**config.mk**
```make
export PLATFORM = sky130hd
export DESIGN_NAME = cdm_clock_stop_ctrl
export DESIGN_NICKNAME = d
export VERILOG_FILES = /design/src/logic/cdm_pkg.sv /design/src/logic/cdm_clock_stop_ctrl.sv
export SDC_FILE = /design/constraint.sdc
export NUM_CORES = 1
export LEC_CHECK = 0
export ABC_AREA = 1
export CAP_MARGIN = 20
export CORE_AREA = 2 2 86 121
export DETAILED_ROUTE_END_ITERATION = 8
export DIE_AREA = 0 0 88 123
export DONT_BUFFER_PORTS = 1
export PLACE_DENSITY = 0.53
export SKIP_CTS_REPAIR_TIMING = 1
export SYNTH_ARGS = -nofsm -noshare
export SYNTH_HDL_FRONTEND = slang
export SYNTH_SLANG_ARGS = --single-unit
```
**constraint.sdc**
```tcl
create_clock -name pclk -period 1.3 [get_ports pclk]
set_clock_uncertainty 0.2 [all_clocks]
set_input_delay 0.065 -clock pclk [delete_from_list [all_inputs] [get_ports pclk]]
set_output_delay 0.065 -clock pclk [all_outputs]
set_load 0.05 [all_outputs]
```
**src/logic/cdm_pkg.sv**
```systemverilog
/*
  Package for the clock divider and module-stop block: register byte addresses,
  field positions, reset values and the codes that select ratios and sources.
  Assumes a single 20 MHz system clock and an APB master with 32-bit data.
*/
`default_nettype none
package cdm_pkg;
  // ==========================================================================
  // Register byte addresses
  localparam logic [31:0] CDM_ADDR_FREQ = 32'hfffe0010;
  localparam logic [31:0] CDM_ADDR_STBY = 32'hfffe0408;
  localparam logic [31:0] CDM_ADDR_SEC = 32'hfffe0410;
  localparam logic [31:0] CDM_ADDR_CONV = 32'hfffe0414;

  // ==========================================================================
  // Frequency control field positions, 3 bits each
  localparam int CDM_BUS_LSB = 8;
  localparam int CDM_CPU_LSB = 4;
  localparam int CDM_PER_LSB = 0;
  localparam int CDM_RATIO_W = 3;

  // ==========================================================================
  // Standby control: pin float bit and five module-stop bits at 6..2
  localparam int CDM_FLOAT_BIT = 7;
  localparam int CDM_STOP_LSB = 2;
  localparam int CDM_STOP_NUM = 5;
  // Index into the stop vector, bit position minus CDM_STOP_LSB
  localparam int CDM_IDX_SEC = 4;
  localparam int CDM_IDX_MAIN = 3;
  localparam int CDM_IDX_OD = 2;
  localparam int CDM_IDX_I2C = 1;
  localparam int CDM_IDX_CONV = 0;

  // ==========================================================================
  // Secondary timer and converter clock control fields
  localparam int CDM_SRC_LSB = 6;
  localparam int CDM_DIV_LSB = 0;
  localparam int CDM_SEL_W = 2;

  // ==========================================================================
  // Codes
  localparam logic [2:0] CDM_RATIO_ONE = 3'h0;
  localparam logic [2:0] CDM_RATIO_HALF = 3'h1;
  localparam logic [1:0] CDM_SRC_SYS = 2'h0;
  localparam logic [1:0] CDM_SRC_PLL = 2'h1;
  localparam logic [1:0] CDM_DIV_ONE = 2'h0;
  localparam logic [1:0] CDM_DIV_HALF = 2'h1;

  // ==========================================================================
  // Reset values
  localparam logic [15:0] CDM_FREQ_RST = 16'h0000;
  localparam logic [7:0] CDM_STBY_RST = 8'h7c;
  localparam logic [7:0] CDM_SEC_RST = 8'h00;
  localparam logic [7:0] CDM_CONV_RST = 8'h00;

  // Divider counter width, enough for the largest ratio of 1/8
  localparam int CDM_CNT_W = 3;
endpackage : cdm_pkg
`default_nettype wire

```
**src/logic/cdm_clock_stop_ctrl.sv**
```systemverilog
/*
  Clock divider and module-stop control: APB register file, clock enable
  generation for bus, CPU and peripheral rates, source-selected dividers for
  the secondary motor timer and the converter, module clock gating and pin
  hold control in software standby.
  Assumes pll_tick and standby_active come from logic on pclk; every derived
  clock is a one-cycle enable pulse on pclk.
*/
// Behaviour
// (RULE1) Bus ratio code 001 gives a bus clock at one half of the source rate.
// (RULE2) CPU ratio code 000 runs the CPU clock undivided.
// (RULE3) Peripheral ratio code 001 gives a peripheral clock at half the source rate.
// (RULE4) Secondary timer source code 01 selects the PLL output as its source.
// (RULE5) Secondary timer divider code 01 divides the chosen source by two.
// (RULE6) Converter source code 01 selects the PLL output as its source.
// (RULE7) Converter divider code 01 divides the chosen source by two.
// (RULE8) With the pin float bit at 0, pins hold their state in software standby.
// (RULE9) A set stop bit for the secondary motor timer stops its clock.
// (RULE10) A clear stop bit for the primary timer keeps its clock running.
// (RULE11) Set stop bits for output disable, I2C or converter zero halt their clocks.
// (RULE12) Frequency control holds bus ratio at 10:8, CPU at 6:4, peripheral at 2:0.
// (RULE13) Standby control holds pin float at bit 7 and stop bits at 6 down to 2.
`timescale 1ns/100ps
`default_nettype none
module cdm_clock_stop_ctrl
  import cdm_pkg::*;
(
  input wire logic pclk,
  input wire logic presetn,
  input wire logic psel,
  input wire logic penable,
  input wire logic pwrite,
  input wire logic [31:0] paddr,
  input wire logic [31:0] pwdata,
  input wire logic [3:0] pstrb,
  output logic [31:0] prdata,
  output logic pready,
  output logic pslverr,
  input wire logic pll_tick,
  input wire logic standby_active,
  output logic bus_clk_en,
  output logic cpu_clk_en,
  output logic per_clk_en,
  output logic sec_timer_clk_en,
  output logic main_timer_clk_en,
  output logic output_disable_clk_en,
  output logic i2c_clk_en,
  output logic converter_zero_clk_en,
  output logic pin_hold,
  output logic pin_float
);

  // ==========================================================================
  // Register fields
  logic [2:0] bus_ratio_field;
  logic [2:0] cpu_ratio_field;
  logic [2:0] periph_ratio_field;
  logic standby_pin_float;
  logic [CDM_STOP_NUM-1:0] stop_bits;
  logic [1:0] sec_timer_source_sel;
  logic [1:0] sec_timer_divider;
  logic [1:0] converter_source_sel;
  logic [1:0] converter_divider;

  // Named views of the stop bits
  logic stop_sec_timer;
  logic stop_main_timer;
  logic stop_output_disable;
  logic stop_i2c_module;
  logic stop_converter_zero;
  assign stop_sec_timer = stop_bits[CDM_IDX_SEC];
  assign stop_main_timer = stop_bits[CDM_IDX_MAIN];
  assign stop_output_disable = stop_bits[CDM_IDX_OD];
  assign stop_i2c_module = stop_bits[CDM_IDX_I2C];
  assign stop_converter_zero = stop_bits[CDM_IDX_CONV];

  // ==========================================================================
  // APB decode
  logic hit_freq;
  logic hit_stby;
  logic hit_sec;
  logic hit_conv;
  logic mapped;
  logic setup_phase;
  logic wr_take;
  logic [31:0] rd_word;

  assign hit_freq = (paddr == CDM_ADDR_FREQ);
  assign hit_stby = (paddr == CDM_ADDR_STBY);
  assign hit_sec = (paddr == CDM_ADDR_SEC);
  assign hit_conv = (paddr == CDM_ADDR_CONV);
  assign mapped = hit_freq | hit_stby | hit_sec | hit_conv;
  assign setup_phase = psel & ~penable;
  // A write lands only at the completing edge of the access phase
  assign wr_take = psel & penable & pready & pwrite & mapped;

  // Read data assembly, reserved bits read as zero
  always_comb begin
    rd_word = 32'h0000_0000;
    if (hit_freq) begin
      rd_word[CDM_BUS_LSB +: CDM_RATIO_W] = bus_ratio_field; // RULE12
      rd_word[CDM_CPU_LSB +: CDM_RATIO_W] = cpu_ratio_field;
      rd_word[CDM_PER_LSB +: CDM_RATIO_W] = periph_ratio_field;
    end else if (hit_stby) begin
      rd_word[CDM_FLOAT_BIT] = standby_pin_float; // RULE13
      rd_word[CDM_STOP_LSB +: CDM_STOP_NUM] = stop_bits;
    end else if (hit_sec) begin
      rd_word[CDM_SRC_LSB +: CDM_SEL_W] = sec_timer_source_sel;
      rd_word[CDM_DIV_LSB +: CDM_SEL_W] = sec_timer_divider;
    end else if (hit_conv) begin
      rd_word[CDM_SRC_LSB +: CDM_SEL_W] = converter_source_sel;
      rd_word[CDM_DIV_LSB +: CDM_SEL_W] = converter_divider;
    end
  end

  // Answer one cycle after setup: no wait states, all from flops
  always_ff @(posedge pclk or negedge presetn) begin
    if (!presetn) begin
      pready <= 1'b0;
      pslverr <= 1'b0;
      prdata <= 32'h0000_0000;
    end else begin
      pready <= setup_phase;
      pslverr <= setup_phase & ~mapped;
      if (setup_phase) begin
        prdata <= pwrite ? 32'h0000_0000 : rd_word;
      end
    end
  end

  // Frequency control register, two byte lanes
  always_ff @(posedge pclk or negedge presetn) begin
    if (!presetn) begin
      bus_ratio_field <= CDM_FREQ_RST[CDM_BUS_LSB +: CDM_RATIO_W];
      cpu_ratio_field <= CDM_FREQ_RST[CDM_CPU_LSB +: CDM_RATIO_W];
      periph_ratio_field <= CDM_FREQ_RST[CDM_PER_LSB +: CDM_RATIO_W];
    end else if (wr_take && hit_freq) begin
      if (pstrb[1]) begin
        bus_ratio_field <= pwdata[CDM_BUS_LSB +: CDM_RATIO_W]; // RULE12
      end
      if (pstrb[0]) begin
        cpu_ratio_field <= pwdata[CDM_CPU_LSB +: CDM_RATIO_W];
        periph_ratio_field <= pwdata[CDM_PER_LSB +: CDM_RATIO_W];
      end
    end
  end

  // Standby control register
  always_ff @(posedge pclk or negedge presetn) begin
    if (!presetn) begin
      standby_pin_float <= CDM_STBY_RST[CDM_FLOAT_BIT];
      stop_bits <= CDM_STBY_RST[CDM_STOP_LSB +: CDM_STOP_NUM];
    end else if (wr_take && hit_stby && pstrb[0]) begin
      standby_pin_float <= pwdata[CDM_FLOAT_BIT]; // RULE13
      stop_bits <= pwdata[CDM_STOP_LSB +: CDM_STOP_NUM];
    end
  end

  // Secondary timer and converter clock control registers
  always_ff @(posedge pclk or negedge presetn) begin
    if (!presetn) begin
      sec_timer_source_sel <= CDM_SEC_RST[CDM_SRC_LSB +: CDM_SEL_W];
      sec_timer_divider <= CDM_SEC_RST[CDM_DIV_LSB +: CDM_SEL_W];
      converter_source_sel <= CDM_CONV_RST[CDM_SRC_LSB +: CDM_SEL_W];
      converter_divider <= CDM_CONV_RST[CDM_DIV_LSB +: CDM_SEL_W];
    end else if (wr_take && pstrb[0]) begin
      if (hit_sec) begin
        sec_timer_source_sel <= pwdata[CDM_SRC_LSB +: CDM_SEL_W];
        sec_timer_divider <= pwdata[CDM_DIV_LSB +: CDM_SEL_W];
      end
      if (hit_conv) begin
        converter_source_sel <= pwdata[CDM_SRC_LSB +: CDM_SEL_W];
        converter_divider <= pwdata[CDM_DIV_LSB +: CDM_SEL_W];
      end
    end
  end

  // ==========================================================================
  // Divider helpers
  // Ratio code n (0..3) divides by 2**n; codes 1xx fall back to undivided
  function automatic logic [1:0] ratio_shift(input logic [2:0] code);
    ratio_shift = code[2] ? 2'h0 : code[1:0];
  endfunction : ratio_shift

  // Fires when the low shift bits of the counter are all ones
  function automatic logic div_hit(input logic [CDM_CNT_W-1:0] cnt, input logic [1:0] sh);
    logic [CDM_CNT_W-1:0] mask;
    mask = CDM_CNT_W'((4'h1 << sh) - 4'h1);
    div_hit = ((cnt & mask) == mask);
  endfunction : div_hit

  // ==========================================================================
  // Bus, CPU and peripheral rates from one shared counter
  // Sharing one counter keeps the three enables phase aligned to each other
  logic [CDM_CNT_W-1:0] sys_cnt;
  logic [2:0] ratio_code [3];
  logic [2:0] next_ratio_en;

  always_ff @(posedge pclk or negedge presetn) begin
    if (!presetn) begin
      sys_cnt <= '0;
    end else begin
      sys_cnt <= sys_cnt + CDM_CNT_W'(1);
    end
  end

  assign ratio_code[0] = bus_ratio_field;
  assign ratio_code[1] = cpu_ratio_field;
  assign ratio_code[2] = periph_ratio_field;

  genvar gr;
  generate
    for (gr = 0; gr < 3; gr++) begin : g_ratio
      assign next_ratio_en[gr] = div_hit(sys_cnt, ratio_shift(ratio_code[gr])); // RULE1 RULE2 RULE3
    end
  endgenerate

  // ==========================================================================
  // Source-selected dividers: index 0 secondary timer, 1 converter
  // Each keeps its own counter since it counts ticks of its selected source, PLL ticks when the PLL is selected
  logic [1:0] src_sel [2];
  logic [1:0] src_div [2];
  logic [1:0] src_tick;
  logic [1:0] next_src_en;
  logic [CDM_CNT_W-1:0] src_cnt [2];

  assign src_sel[0] = sec_timer_source_sel;
  assign src_sel[1] = converter_source_sel;
  assign src_div[0] = sec_timer_divider;
  assign src_div[1] = converter_divider;

  genvar gs;
  generate
    for (gs = 0; gs < 2; gs++) begin : g_src
      // PLL output or, for every other code, the system clock
      assign src_tick[gs] = (src_sel[gs] == CDM_SRC_PLL) ? pll_tick : 1'b1; // RULE4 RULE6
      assign next_src_en[gs] = src_tick[gs] & div_hit(src_cnt[gs], src_div[gs]); // RULE5 RULE7
      always_ff @(posedge pclk or negedge presetn) begin
        if (!presetn) begin
          src_cnt[gs] <= '0;
        end else if (src_tick[gs]) begin
          src_cnt[gs] <= src_cnt[gs] + CDM_CNT_W'(1);
        end
      end
    end
  endgenerate

  // ==========================================================================
  // Registered clock enables and module gating
  // Gating the enable rather than the clock avoids glitches on a stop write
  always_ff @(posedge pclk or negedge presetn) begin
    if (!presetn) begin
      bus_clk_en <= 1'b0;
      cpu_clk_en <= 1'b0;
      per_clk_en <= 1'b0;
      sec_timer_clk_en <= 1'b0;
      main_timer_clk_en <= 1'b0;
      output_disable_clk_en <= 1'b0;
      i2c_clk_en <= 1'b0;
      converter_zero_clk_en <= 1'b0;
    end else begin
      bus_clk_en <= next_ratio_en[0]; // RULE1
      cpu_clk_en <= next_ratio_en[1]; // RULE2
      per_clk_en <= next_ratio_en[2]; // RULE3
      sec_timer_clk_en <= next_src_en[0] & ~stop_sec_timer; // RULE9
      main_timer_clk_en <= next_ratio_en[2] & ~stop_main_timer; // RULE10
      output_disable_clk_en <= next_ratio_en[2] & ~stop_output_disable; // RULE11
      i2c_clk_en <= next_ratio_en[2] & ~stop_i2c_module; // RULE11
      converter_zero_clk_en <= next_src_en[1] & ~stop_converter_zero; // RULE11
    end
  end

  // Pin behaviour in software standby: hold or float
  always_ff @(posedge pclk or negedge presetn) begin
    if (!presetn) begin
      pin_hold <= 1'b0;
      pin_float <= 1'b0;
    end else begin
      pin_hold <= standby_active & ~standby_pin_float; // RULE8
      pin_float <= standby_active & standby_pin_float;
    end
  end

  // ==========================================================================
  // Assertions
  AST_BUS_HALF: assert property (@(posedge pclk) disable iff (!presetn) // RULE1
    ($past(bus_ratio_field, 2) == CDM_RATIO_HALF && $past(bus_ratio_field) == CDM_RATIO_HALF)
    |-> (bus_clk_en != $past(bus_clk_en)))
    else $error("bus enable does not alternate at half rate");

  AST_CPU_UNDIV: assert property (@(posedge pclk) disable iff (!presetn) // RULE2
    ($past(presetn) && $past(cpu_ratio_field) == CDM_RATIO_ONE) |-> cpu_clk_en)
    else $error("cpu enable missing at ratio one");

  AST_PER_HALF: assert property (@(posedge pclk) disable iff (!presetn) // RULE3
    ($past(periph_ratio_field, 2) == CDM_RATIO_HALF && $past(periph_ratio_field) == CDM_RATIO_HALF)
    |-> (per_clk_en != $past(per_clk_en)))
    else $error("peripheral enable does not alternate at half rate");

  AST_SEC_PLL: assert property (@(posedge pclk) disable iff (!presetn) // RULE4
    ($past(sec_timer_source_sel) == CDM_SRC_PLL && $past(sec_timer_divider) == CDM_DIV_ONE
     && !$past(stop_sec_timer)) |-> (sec_timer_clk_en == $past(pll_tick)))
    else $error("secondary timer enable does not follow the PLL tick");

  AST_SEC_HALF: assert property (@(posedge pclk) disable iff (!presetn) // RULE5
    ($past(sec_timer_source_sel, 2) == CDM_SRC_SYS && $past(sec_timer_divider, 2) == CDM_DIV_HALF
     && $past(sec_timer_source_sel) == CDM_SRC_SYS && $past(sec_timer_divider) == CDM_DIV_HALF
     && !$past(stop_sec_timer, 2) && !$past(stop_sec_timer))
    |-> (sec_timer_clk_en != $past(sec_timer_clk_en)))
    else $error("secondary timer enable does not alternate at half rate");

  AST_CONV_PLL: assert property (@(posedge pclk) disable iff (!presetn) // RULE6
    ($past(converter_source_sel) == CDM_SRC_PLL && !$past(pll_tick)) |-> !converter_zero_clk_en)
    else $error("converter enable without a PLL tick");

  AST_CONV_HALF: assert property (@(posedge pclk) disable iff (!presetn) // RULE7
    ($past(converter_source_sel, 2) == CDM_SRC_SYS && $past(converter_divider, 2) == CDM_DIV_HALF
     && $past(converter_source_sel) == CDM_SRC_SYS && $past(converter_divider) == CDM_DIV_HALF
     && !$past(stop_converter_zero, 2) && !$past(stop_converter_zero))
    |-> (converter_zero_clk_en != $past(converter_zero_clk_en)))
    else $error("converter enable does not alternate at half rate");

  AST_PIN_HOLD: assert property (@(posedge pclk) disable iff (!presetn) // RULE8
    (standby_active && !standby_pin_float) |=> (pin_hold && !pin_float))
    else $error("pins not held in standby");

  AST_SEC_STOP: assert property (@(posedge pclk) disable iff (!presetn) // RULE9
    $past(stop_sec_timer) |-> !sec_timer_clk_en)
    else $error("secondary timer clocked while stopped");

  AST_MAIN_RUN: assert property (@(posedge pclk) disable iff (!presetn) // RULE10
    !$past(stop_main_timer) |-> (main_timer_clk_en == per_clk_en))
    else $error("primary timer clock not following peripheral clock");

  AST_OTHERS_STOP: assert property (@(posedge pclk) disable iff (!presetn) // RULE11
    ($past(stop_output_disable) |-> !output_disable_clk_en)
    and ($past(stop_i2c_module) |-> !i2c_clk_en)
    and ($past(stop_converter_zero) |-> !converter_zero_clk_en))
    else $error("stopped module still clocked");

  AST_FREQ_WRITE: assert property (@(posedge pclk) disable iff (!presetn) // RULE12
    (wr_take && hit_freq && pstrb[1:0] == 2'h3) |=>
    (bus_ratio_field == $past(pwdata[10:8]) && cpu_ratio_field == $past(pwdata[6:4])
     && periph_ratio_field == $past(pwdata[2:0])))
    else $error("frequency control fields misplaced");

  AST_STBY_WRITE: assert property (@(posedge pclk) disable iff (!presetn) // RULE13
    (wr_take && hit_stby && pstrb[0]) |=>
    (standby_pin_float == $past(pwdata[7]) && stop_bits == $past(pwdata[6:2])))
    else $error("standby control fields misplaced");

  AST_APB_ANSWER: assert property (@(posedge pclk) disable iff (!presetn)
    (psel && !penable) |=> pready)
    else $error("no answer one cycle after setup");

  // Main scenarios
  COV_SEC_PLL_HALF: cover property (@(posedge pclk) disable iff (!presetn)
    sec_timer_source_sel == CDM_SRC_PLL && sec_timer_divider == CDM_DIV_HALF && sec_timer_clk_en);
  COV_STANDBY_HOLD: cover property (@(posedge pclk) disable iff (!presetn) pin_hold);
  COV_MAIN_ONLY: cover property (@(posedge pclk) disable iff (!presetn)
    main_timer_clk_en && stop_sec_timer && stop_i2c_module);
  COV_BAD_ADDR: cover property (@(posedge pclk) disable iff (!presetn) pready && pslverr);

endmodule : cdm_clock_stop_ctrl
`default_nettype wire

```
## After elaboration in Yosys (flattened, before gate mapping)

Cells that the tools add are included.

- Add/subtract/negate cells: 8
- Equal/unequal tests: 11
- Shift operators: 5
- Muxes and demuxes: 18
- Bitwise logic cells: 31
- Reduce and logical (&&, ||, !) cells: 8

Operators by type and width:

| cell | number |
|---|---|
| 32-bit equality test (second input constant) | 4 |
| 2-bit two-way mux | 9 |
| 1-bit bitwise AND | 15 |
| 3-bit bitwise AND | 5 |
| 3-bit equality test | 5 |
| 1-bit by 2-bit left shift with 3-bit output (first input constant) | 5 |
| 3-bit by 1-bit subtractor with 3-bit output (second input constant) | 5 |
| 11-bit two-way mux | 1 |
| 3-bit by 1-bit adder with 3-bit output (second input constant) | 3 |
| 3-bit two-way mux | 3 |
| 1-bit inverter | 8 |
| 2-bit AND reduction | 4 |
| 2-bit by 1-bit equality test with 1-bit output (second input constant) | 2 |
| 1-bit logical AND | 4 |
| 1-bit two-way mux | 4 |
| 4-bit two-way mux | 1 |
| 1-bit OR | 3 |

- Bits in registers: 76
- Bits of input ports: 75
- Output and inout port bits: 44
- Logic and storage cells: 106

## Logic depth before layout (Yosys ltp)

Gate-level depths: netlist of run 1.

- Depth after elaboration: 7
- Depth in mapped cells: 12
- Mapped depth without buffers: 12

## Least setup slack after synthesis of run 1

OpenSTA, ideal clock, no wires.

- Path type: register -> register
- From: register pready
- To: register standby_pin_float
- Library setup time: 0.119 ns
- Arrival time: 1.407 ns
- Required time: 0.981 ns
- Slack: -0.425 ns
- Cell stages (with the launch flop): 6
- Buffers on the path: 0
- Clock period less this slack: 1.725 ns
- Path through: dfrtp_1 > nand4_1 > inv_1 > nand4_2 > nand2_1 > nand2_1

- Word-level cells in the longest chain between the ends: 5

RTL lines:

| item | RTL line | text |
|---|---|---|
| start: declaration | cdm_clock_stop_ctrl.sv:37 | `output logic pready,` |
| start signal: assignment | cdm_clock_stop_ctrl.sv:123 | `pready <= setup_phase;` |
| 1-bit bitwise AND (3 in series) | cdm_clock_stop_ctrl.sv:95 | `assign wr_take = psel & penable & pready & pwrite & mapped;` |
| 1-bit logical AND (2 in series) | cdm_clock_stop_ctrl.sv:153 | `end else if (wr_take && hit_stby && pstrb[0]) begin` |
| end signal: assignment | cdm_clock_stop_ctrl.sv:151 | `standby_pin_float <= CDM_STBY_RST[CDM_FLOAT_BIT];` |
| end signal: assignment | cdm_clock_stop_ctrl.sv:154 | `standby_pin_float <= pwdata[CDM_FLOAT_BIT];` |
| end: declaration | cdm_clock_stop_ctrl.sv:58 | `logic standby_pin_float;` |

Every way passes these cells.
A chain may end at the register's enable or synchronous reset.

## Worst setup path in the final report of run 1

- From: register pready
- To: register sec_timer_source_sel[0]

- Word-level cells in the longest chain between the ends: 5

RTL lines:

| item | RTL line | text |
|---|---|---|
| 1-bit bitwise AND (3 in series) | cdm_clock_stop_ctrl.sv:95 |  |
| 1-bit logical AND | cdm_clock_stop_ctrl.sv:166 | `end else if (wr_take && pstrb[0]) begin` |
| 2-bit AND reduction (no line) | - |  |
| end signal: assignment | cdm_clock_stop_ctrl.sv:162 | `sec_timer_source_sel <= CDM_SEC_RST[CDM_SRC_LSB +: CDM_SEL_W];` |
| end signal: assignment | cdm_clock_stop_ctrl.sv:168 | `sec_timer_source_sel <= pwdata[CDM_SRC_LSB +: CDM_SEL_W];` |
| end: declaration | cdm_clock_stop_ctrl.sv:60 | `logic [1:0] sec_timer_source_sel;` |

Every way passes these cells.

==> qor.csv, run 1 <==
metric;value;unit
grt.total_usage;12.48;%
final_layout_size_suffix_gt1_share;25.63;%
hold_viol;81;
synth_cells;333;
synthAdderAreaFrac;1.308;%
yosys-top-cells-count;nand2_1 (101), dfrtp_1 (50), inv_1 (35);
yosys-top-cells-area;dfrtp_1 (44%), nand2_1 (13%), buf_4 (5.5%), nand4_1 (5.2%), dfstp_2 (4.6%);
setup-violations-final;23;
n_fill_cell;995;
critPathBufInv;2;
antenna_left;0;
place.gp.congestion;0.9274;
wl_per_cell;12.31;um
worstHoldPathType;input port to async pin;
pre_cts_ws;-0.3403;ns
seqCellArea;1384;um^2
yosys_warnings;0;
netlist_area;2869;um^2
core_area;9738;um^2
initial_core_util;29.46;%
rsz0062_at_grt;yes;
fin_ws;-0.1110;ns
critPathTopFamily;simple AND/OR/NAND/NOR gates;
worst_ep_required_time;1.33;ns
yosys.area_share.simple;30.40;%
cts_root_buffer;clkbuf_16;
final.period_utilization;108.5;%
htree_num_levels;2;
synth_top_area_cell;dfrtp_1;
clk_latency;0.29;ns
hold_slack;-0.7428;ns
finalMaxSlewViolations;0;
p_per_area;987.0;nW/um^2
worstSetupStartpointType;register;
vias_per_cell;4.338;
p_leak;1.805;nW
antenna_cells;0;
port-buffer-count;0;
drv_cap;0;
synth_ff_type;dfrtp_1;
synth-edff-count;0;
fmax;0.7087;GHz
routed_wl;6512;um
drt_iter0_drc;71;
yosys.area.top_type_share;43.61;%
multi_input_area;1266;um^2
arrival;1.44;ns
ys_types;36;
yosysSeqAreaShare;48.19;%
clkSlewWorstSetupHoldPaths;0.07;ns
layout.nets;471;
antenna_found_initial;0;
fin_crit;1.411;ns
synth-seq-cells;55;
vias;2295;
io_pins;119;
cts.sinks;55;
cp-end-kind;register;
status;finished with violations;
cp_max_fo;6;
synth.most_common_cell;nand2_1;
cts_inserted_buffers;5;
grt_pass1_vias;2204;
area_growth_syn_to_layout;26.04;%
die-area;10820;um^2
gr-total-overflow;0;
route.detailed.drc;0;
critPathSlowestCell;dfrtp_2;
grt_max_degree;56;
postSynth.asyncResetShare;100.0;%
cp_cell_sequence;nand4_1, buf_6, nor2_8, buf_6, nand4_1, nand2_1;
critPathMaxStageDelay;0.36;ns
tritoncts;yes;
violations;negative hold slack, negative setup slack;
synth_top_family_by_area;simple AND/OR/NAND/NOR gates;
rows;43;
synth_compound_area_share;5.887;%
grt_pass1_wl;10480;um
synthMuxAreaShare;0;%
drtPass1Iterations;5;
die_h;123;um
synth_xor_xnor_area_share;1.526;%
crit_type;register to register;
ir_drop;0.5151;mV
die_w;88;um
dp_hpwl;5153;um
avgSynthCellArea;8.616;um^2
clk_path_buf_depth;2;
[worst reg2reg max path: stages (launching register included)]
cell and delay [ns]:
dfrtp_2 0.36, nand4_1 0.13, buf_6 0.18, nor2_8 0.15, buf_6 0.12, nand4_1 0.12
nand2_1 0.10
[metal layers]
| metal | GRT usage (%) | share of wire (%) | vias up |
|---|---|---|---|
| li1 | - | - | 1150 |
| met1 | 14.37 | 39 | 1054 |
| met2 | 22.35 | 53 | 84 |
| met3 | 2.804 | 6.2 | 7 |
| met4 | 4.423 | 1.8 | 0 |
| met5 | 0 | 0 | - |
[report_power, final]
part           internal (mW)  leakage (nW)  total [mW]  switching [mW]
clock network          0.721        0.0664        1.35           0.629
logic                  0.120          1.05       0.368           0.248
registers               1.78         0.685        1.85          0.0662
[final cells by class]
| class | instances | share of cell area (%) |
|---|---|---|
| clock inverters | 3 | 0.6574 |
| flip-flops and latches | 55 | 38.27 |
| repair buffers | 59 | 13.46 |
| multi-input cells | 231 | 35.02 |
| well taps | 135 | 4.671 |
| inverters | 41 | 4.464 |
| clock buffers | 5 | 3.460 |
[sequential cells by signal (all words and copies together), names as in the netlist, 2 cells and up]
signal / flops
prdata: 11
src_cnt: 6
stop_bits: 5
bus_ratio_field: 3
cpu_ratio_field: 3
periph_ratio_field: 3
sys_cnt: 3
converter_divider: 2
converter_source_sel: 2
sec_timer_divider: 2
sec_timer_source_sel: 2
[path summary, 6_finish.rpt]
check | from | end | slack, ns | cells after the start
max in group asynchronous | presetn | stop_bits[4] | 1.46 | 0
worst min-delay path | presetn | per_clk_en | -0.74 | 0
worst max register to register | pready | sec_timer_source_sel[0] | -0.11 | 6
min in group pclk | pstrb[0] | stop_bits[4] | -0.32 | 2
worst min register to register | bus_ratio_field[0] | bus_ratio_field[0] | 0.27 | 2
worst max-delay path | pready | sec_timer_source_sel[0] | -0.11 | 6
[kinds of logic after synthesis]
group,Yosys count
AO/OA/AOI/OAI,27
XOR/XNOR,5
adder cells (fa/ha/maj),3
buffers and inverters,67
flip-flops,55
other,1
AND/OR/NAND/NOR,175
[placed cells by master, fill, tap and decap left out, types with 3 or more instances in the layout]
cell type	synthesis	final
nand4_1	24	24
a21oi_1	3	3
nand3_1	8	7
o21ai_1	4	7
nand2_2	2	4
dfrtp_1	50	49
buf_6	0	3
o211ai_1	6	6
nand3_4	3	3
dfstp_2	5	5
clkbuf_16	0	5
nor2_2	3	5
nand2_1	101	99
dlygate4sd3_1	0	8
inv_2	4	8
inv_1	35	30
buf_4	21	47
nor2_1	21	19
o21ai_0	8	5
conb_1	1	21
xnor2_1	3	3
[metrics by stage]
stage | std cells | power [mW] | area [um^2] | TNS [ns] | utilization [%]
final | 529 | 3.569 | 3616 | -1.575 | 37.13
after global placement | 512 | 2.191 | 3301 | -7.742 | 33.89
after global routing | 529 | 3.731 | 3616 | -2.946 | 37.13
after CTS | 520 | 3.569 | 3450 | -2.088 | 35.42
after detailed placement | 512 | 2.201 | 3301 | -9.109 | 33.89
after floorplan | 353 | 2.209 | 2950 | -5.456 | -
No activity file was read; power rests on OpenSTA's default activity.
==> inputs of run 2 (changes only) <==
- ABC_AREA: 1 -> not set
- CORE_AREA: 2 2 86 121 -> 2 2 84 118
- DIE_AREA: 0 0 88 123 -> 0 0 86 120
==> run 2 against run 1 <==
Compared with the run above:
- the run still ends with negative hold slack, negative setup slack left
- final area grew 6.6%
- first-iteration DRC count is 8.5% higher
- maximum frequency is 23% lower
==> qor.csv, run 2 <==
metric;value;unit;change
largest_register_ffs;11;;unchanged
final.period_utilization;141.0;%;was 108.5%
finalMaxSlewViolations;0;;unchanged
violations;negative hold slack, negative setup slack;;unchanged
p_per_area;969.6;nW/um^2;was 987.0 nW/um^2
synth_cells;230;;was 333
dp_hpwl;5146;um;was 5153 um
fmax;0.5454;GHz;was 0.7087 GHz
crit_type;input port to register;;was register to register
tritoncts;yes;;unchanged
cp-end-kind;register;;unchanged
yosys-top-cells-area;dfrtp_1 (46%), mux2_2 (10%), buf_4 (5.8%), dfstp_2 (4.9%), nor4_4 (3.9%);;was dfrtp_1 (44%), nand2_1 (13%), buf_4 (5.5%), nand4_1 (5.2%), dfstp_2 (4.6%)
ir_drop;0.4503;mV;was 0.5151 mV
grt_max_degree;56;;unchanged
cts.sinks;55;;unchanged
port-buffer-count;0;;unchanged
route.detailed.drc;0;;unchanged
clkSlewWorstSetupHoldPaths;0.07;ns;about the same
die-area;10320;um^2;was 10,820 um^2
synth-seq-cells;55;;unchanged
synth_top_area_cell;dfrtp_1;;unchanged
clk_path_buf_depth;2;;unchanged
cp_cell_sequence;or4b_4, or4_4, buf_8, nor4_4, buf_6, mux2_4;;was nand4_1, buf_6, nor2_8, buf_6, nand4_1, nand2_1
layout_commonest_cell;buf_4;;was nand2_1
grt_pass1_wl;10630;um;was 10,480 um
final_layout_size_suffix_gt1_share;42.95;%;was 25.63%
pre_cts_ws;-0.9374;ns;was -0.3403 ns
rows;42;;was 43
clk_latency;0.30;ns;was 0.29 ns
yosysSeqAreaShare;51.11;%;was 48.19%
yosys.area.top_type_share;46.25;%;was 43.61%
yosys_warnings;0;;unchanged
critPathMaxStageDelay;0.52;ns;was 0.36 ns
cts_inserted_buffers;5;;unchanged
area_growth_syn_to_layout;42.46;%;was 26.04%
wl_per_cell;16.70;um;was 12.31 um
critPathTopFamily;simple AND/OR/NAND/NOR gates;;unchanged
vias_per_cell;4.820;;was 4.338
arrival;1.82;ns;was 1.44 ns
dr_wl_met3;431;um;was 406 um
wl_met1;2763;um;was 2560 um
drv_cap;0;;unchanged
synth_ff_type;dfrtp_1;;unchanged
ys_types;45;;was 36
drt_iter0_drc;77;;was 71
postSynth.asyncResetShare;100.0;%;unchanged
mostFrequentLayoutCells;buf_4 (58), dfrtp_1 (49), mux2_4 (25);;was nand2_1 (99), dfrtp_1 (49), buf_4 (47)
worstHoldPathType;input port to async pin;;unchanged
hold_viol;65;;was 81
layout.nets;389;;was 471
dr_wl_met2;3752;um;was 3427 um
drtPass1Iterations;4;;was 5
worstSetupStartpointType;input port;;was register
n_fill_cell;868;;was 995
place.gp.congestion;0.7938;;was 0.9274
fin_ws;-0.5335;ns;was -0.1110 ns
synth-edff-count;0;;unchanged
fin_crit;1.833;ns;was 1.411 ns
vias;2034;;was 2,295
cp_max_fo;10;;was 6
cts_root_buffer;clkbuf_16;;unchanged
top_regs;prdata x11, src_cnt x6, stop_bits x5;;unchanged
worst_ep_required_time;1.28;ns;was 1.33 ns
grt.total_usage;13.58;%;was 12.48%
die_w;86;um;was 88 um
fin_tns_setup;-16.20;ns;was -1.575 ns
gr-total-overflow;0;;unchanged
avgSynthCellArea;11.76;um^2;was 8.616 um^2
netlist_area;2705;um^2;was 2869 um^2
die_h;120;um;was 123 um
hold_slack;-0.7460;ns;was -0.7428 ns
io_pins;119;;unchanged
p_leak;1.758;nW;was 1.805 nW
synth.most_common_cell;dfrtp_1;;was nand2_1
status;finished with violations;;unchanged
core_area;9301;um^2;was 9738 um^2
antenna_left;0;;unchanged
yosys-top-cells-count;dfrtp_1 (50), mux2_2 (25), buf_4 (21);;was nand2_1 (101), dfrtp_1 (50), inv_1 (35)
highest_layer;met4;;unchanged
antenna_cells;0;;unchanged
antenna_found_initial;0;;unchanged
critPathBufInv;2;;unchanged
rsz0062_at_grt;yes;;unchanged
routed_wl;7046;um;was 6512 um
regMostFlops;prdata;;unchanged
setup-violations-final;42;;was 23
grt_pass1_vias;1997;;was 2,204
critPathSlowestCell;or4b_4;;was dfrtp_2
initial_core_util;29.08;%;was 29.46%
htree_num_levels;2;;unchanged
## run 2: changes by cell type after synthesis, sizes merged, moves of 8 or more
cell	previous run	this run
nand2	104	13
inv	39	9
mux2	0	25
nor2	28	6
nand4	26	8
nand3	12	4
## run 2: routing by layer
metal / vias to the layer above / global-route usage, %
met1: 1007 / 15.63
li1: 959 / -
met4: 0 / 6.151
met3: 7 / 4.539
met2: 61 / 22.53
met5: - / 0
## run 2: area by class of cell
| cell class | instances | area (um^2) | area share, % |
|---|---|---|---|
| clock buffers | 6 | 128.9 | 3.344 |
| clock inverters | 2 | 60.06 | 1.558 |
| inverters | 9 | 33.78 | 0.8766 |
| multi-input cells | 161 | 1444 | 37.47 |
| flip-flops and latches | 55 | 1384 | 35.91 |
| well taps | 110 | 137.6 | 3.571 |
| repair buffers | 79 | 665.6 | 17.27 |
## run 2: worst reg2reg max path: cells and delay by family, from the launching register on
| kind | cells | cell delay [ns] |
|---|---|---|
| flip-flops | 1 | 0.35 |
| buffers and inverters | 1 | 0.19 |
| AND/OR/NAND/NOR | 3 | 0.64 |
| multiplexers | 1 | 0.30 |
## run 2: final timing paths
kind / start / end / cells past startpoint / slack [ns]
min in group pclk: pll_tick / src_cnt[4] / 2 / -0.19
worst min register to register: prdata[6] / prdata[6] / 2 / 0.29
worst max register to register: pready / converter_source_sel[1] / 5 / -0.48
worst min-delay path: presetn / bus_clk_en / 0 / -0.75
worst max-delay path: paddr[9] / periph_ratio_field[2] / 6 / -0.53
max in group asynchronous: presetn / stop_bits[0] / 0 / 1.45
## run 2: metrics by stage
stage | util, % | instance area (um^2) | hold WS (ns) | total power [mW] | instances
floorplan | - | 2877 | -0.4306 | 2.003 | 250
global placement | 35.20 | 3274 | -0.4295 | 1.981 | 392
CTS | 37.23 | 3463 | -0.7515 | 3.719 | 400
global route | 41.43 | 3854 | -0.7597 | 3.855 | 422
finish | 41.43 | 3854 | -0.7460 | 3.736 | 422
detailed placement | 35.20 | 3274 | -0.4294 | 1.982 | 392
## run 2: cell families after synthesis
logic type,after synthesis,share of synthesized area [%]
muxes,25,10.41
and+or+nand+nor,72,18.36
buffers and inverters,34,7.909
other,1,0.1386
DFF,55,51.11
adders and majority gates,3,1.388
AOI/OAI and AO/OA,35,9.065
xor gates and xnor gates,5,1.619
## run 2: power breakdown
group,switching (mW),internal (mW)
combinational,0.202,0.0765
sequential,0.0137,1.72
clock,0.623,1.11
==> inputs of run 3 (changes only) <==
==> constraint.sdc (replaced) <==
create_clock -name pclk -period 1.3 [get_ports pclk]
set_clock_uncertainty 0.2 [all_clocks]
set_input_delay 0.195 -clock pclk [delete_from_list [all_inputs] [get_ports pclk]]
set_output_delay 0.195 -clock pclk [all_outputs]
set_load 0.05 [all_outputs]
==> run 3 against run 2 <==
Compared with the run above:
- the run still ends with negative hold slack, negative setup slack left
- global-route usage is essentially flat
- power shrank 2.9%
- clock power fell by 6%
- largest power group unchanged
- final cell count rose by 1.4%
- highest routed layer unchanged
- worst hold slack improved by 0.13 ns
- critical path depth stayed put
- final area rose by 1.0%
- combinational power rose by 5%
==> qor.csv, run 3 (synthesis results as in run 2) <==
metric;value;unit;change
status;finished with violations;;unchanged
violations;negative hold slack, negative setup slack;;unchanged
worstHoldPathType;input port to async pin;;unchanged
place.gp.congestion;0.8183;;was 0.7938
clk_latency;0.30;ns;about the same
die-area;10320;um^2;unchanged
reg2reg_from;pready;;unchanged
p_leak;1.793;nW;was 1.758 nW
layout.nets;395;;was 389
htree_num_levels;2;;unchanged
die_h;120;um;unchanged
totalPowerFinal;3.630;mW;was 3.736 mW
critPathSlowestCell;or4b_4;;unchanged
grt_pass1_vias;2051;;was 1,997
antenna_left;0;;unchanged
worst_ep_required_time;1.28;ns;about the same
hold_slack;-0.6168;ns;was -0.7460 ns
final_area;3894;um^2;was 3854 um^2
pre_cts_ws;-1.048;ns;was -0.9374 ns
grt.total_usage;13.57;%;was 13.58%
wl_per_cell;16.77;um;was 16.70 um
cts_inserted_buffers;5;;unchanged
critPathTopFamily;simple AND/OR/NAND/NOR gates;;unchanged
dp_hpwl;5294;um;was 5146 um
layout_commonest_cell;buf_4;;unchanged
antenna_cells;0;;unchanged
fin_ws;-0.6792;ns;was -0.5335 ns
top_regs;prdata x11, src_cnt x6, stop_bits x5;;unchanged
critPathBufInv;2;;unchanged
routed_wl;7179;um;was 7046 um
cp_cell_sequence;or4b_4, or4_4, buf_8, nor4_4, buf_6, mux2_4;;unchanged
drt_iter0_drc;85;;was 77
clk_path_buf_depth;2;;unchanged
rr_endpoint;periph_ratio_field[2];;was converter_source_sel[1]
io_pins;119;;unchanged
critPathMaxStageDelay;0.52;ns;about the same
rsz0062_at_grt;yes;;unchanged
mostFrequentLayoutCells;buf_4 (62), dfrtp_1 (48), mux2_4 (25);;was buf_4 (58), dfrtp_1 (49), mux2_4 (25)
cp-end-kind;register;;unchanged
r2r_cells;5;;unchanged
r2r_slack;-0.60;ns;was -0.48 ns
grt_max_degree;56;;unchanged
vias_per_cell;4.841;;was 4.820
final.period_utilization;152.2;%;was 141.0%
antenna_found_initial;0;;unchanged
core_area;9301;um^2;unchanged
grt_pass1_wl;10650;um;was 10,630 um
dp_cells;401;;was 392
worstSetupStartpointType;input port;;unchanged
fin_crit;1.979;ns;was 1.833 ns
rows;42;;unchanged
cts_root_buffer;clkbuf_16;;unchanged
die_w;86;um;unchanged
post-route-util;41.86;%;was 41.43%
vias;2072;;was 2,034
tritoncts;yes;;unchanged
setup-violations-final;41;;was 42
area_growth_syn_to_layout;43.94;%;was 42.46%
largest_register_ffs;11;;unchanged
gr-total-overflow;0;;unchanged
fin_cells;428;;was 422
fmax;0.5053;GHz;was 0.5454 GHz
finalMaxSlewViolations;0;;unchanged
clkSlewWorstSetupHoldPaths;0.08;ns;was 0.07 ns
cts.sinks;55;;unchanged
arrival;1.96;ns;was 1.82 ns
port-buffer-count;0;;unchanged
crit_type;input port to register;;unchanged
initial_core_util;29.08;%;unchanged
route.detailed.drc;0;;unchanged
hold_viol;58;;was 65
ir_drop;0.4671;mV;was 0.4503 mV
drv_cap;0;;unchanged
final_layout_size_suffix_gt1_share;43.71;%;was 42.95%
p_per_area;932.2;nW/um^2;was 969.6 nW/um^2
fin_tns_setup;-20.82;ns;was -16.20 ns
drtPass1Iterations;4;;unchanged
placed_cell_area;3354;um^2;was 3274 um^2
cp_max_fo;10;;unchanged
regMostFlops;prdata;;unchanged
-- run 3: worst max-delay path by stage --
stage | from | endpoint | slack, ns | cells past startpoint
finish | paddr[9] | periph_ratio_field[2] | -0.68 | 6
global route | paddr[9] | sec_timer_divider[1] | -0.70 | 6
detailed placement | paddr[15] | prdata[1] | -1.05 | 4
floorplan | paddr[9] | cpu_ratio_field[0] | -1.05 | 5
global placement | paddr[15] | prdata[5] | -1.10 | 5
CTS | paddr[15] | prdata[5] | -0.73 | 5
-- run 3: layer usage --
layer	wire length, um	track usage [%]	share of wire (%)	up-vias
met5	0	0	0	-
met4	99	4.563	1.4	0
met3	457	4.402	6.4	8
met2	3910	23.79	54	64
met1	2712	15.25	38	1032
li1	-	-	-	968
-- run 3: power by group --
group | internal [mW] | switching (mW) | total [mW] | leakage [nW]
Sequential | 1.72 | 0.00153 | 1.72 | 0.689
Combinational | 0.0794 | 0.214 | 0.293 | 1.02
Clock | 0.971 | 0.650 | 1.62 | 0.0875
Total | 2.76 | 0.865 | 3.63 | 1.79
-- run 3: final cells by class --
| class | instances | area [um^2] |
|---|---|---|
| tap | 110 | 137.6 |
| clock inverter | 2 | 38.79 |
| clock buffer | 6 | 138.9 |
| inverter | 9 | 33.78 |
| multi-input combinational | 161 | 1431 |
| timing repair buffer | 85 | 728.2 |
| sequential | 55 | 1385 |
| fill | 886 | 5408 |
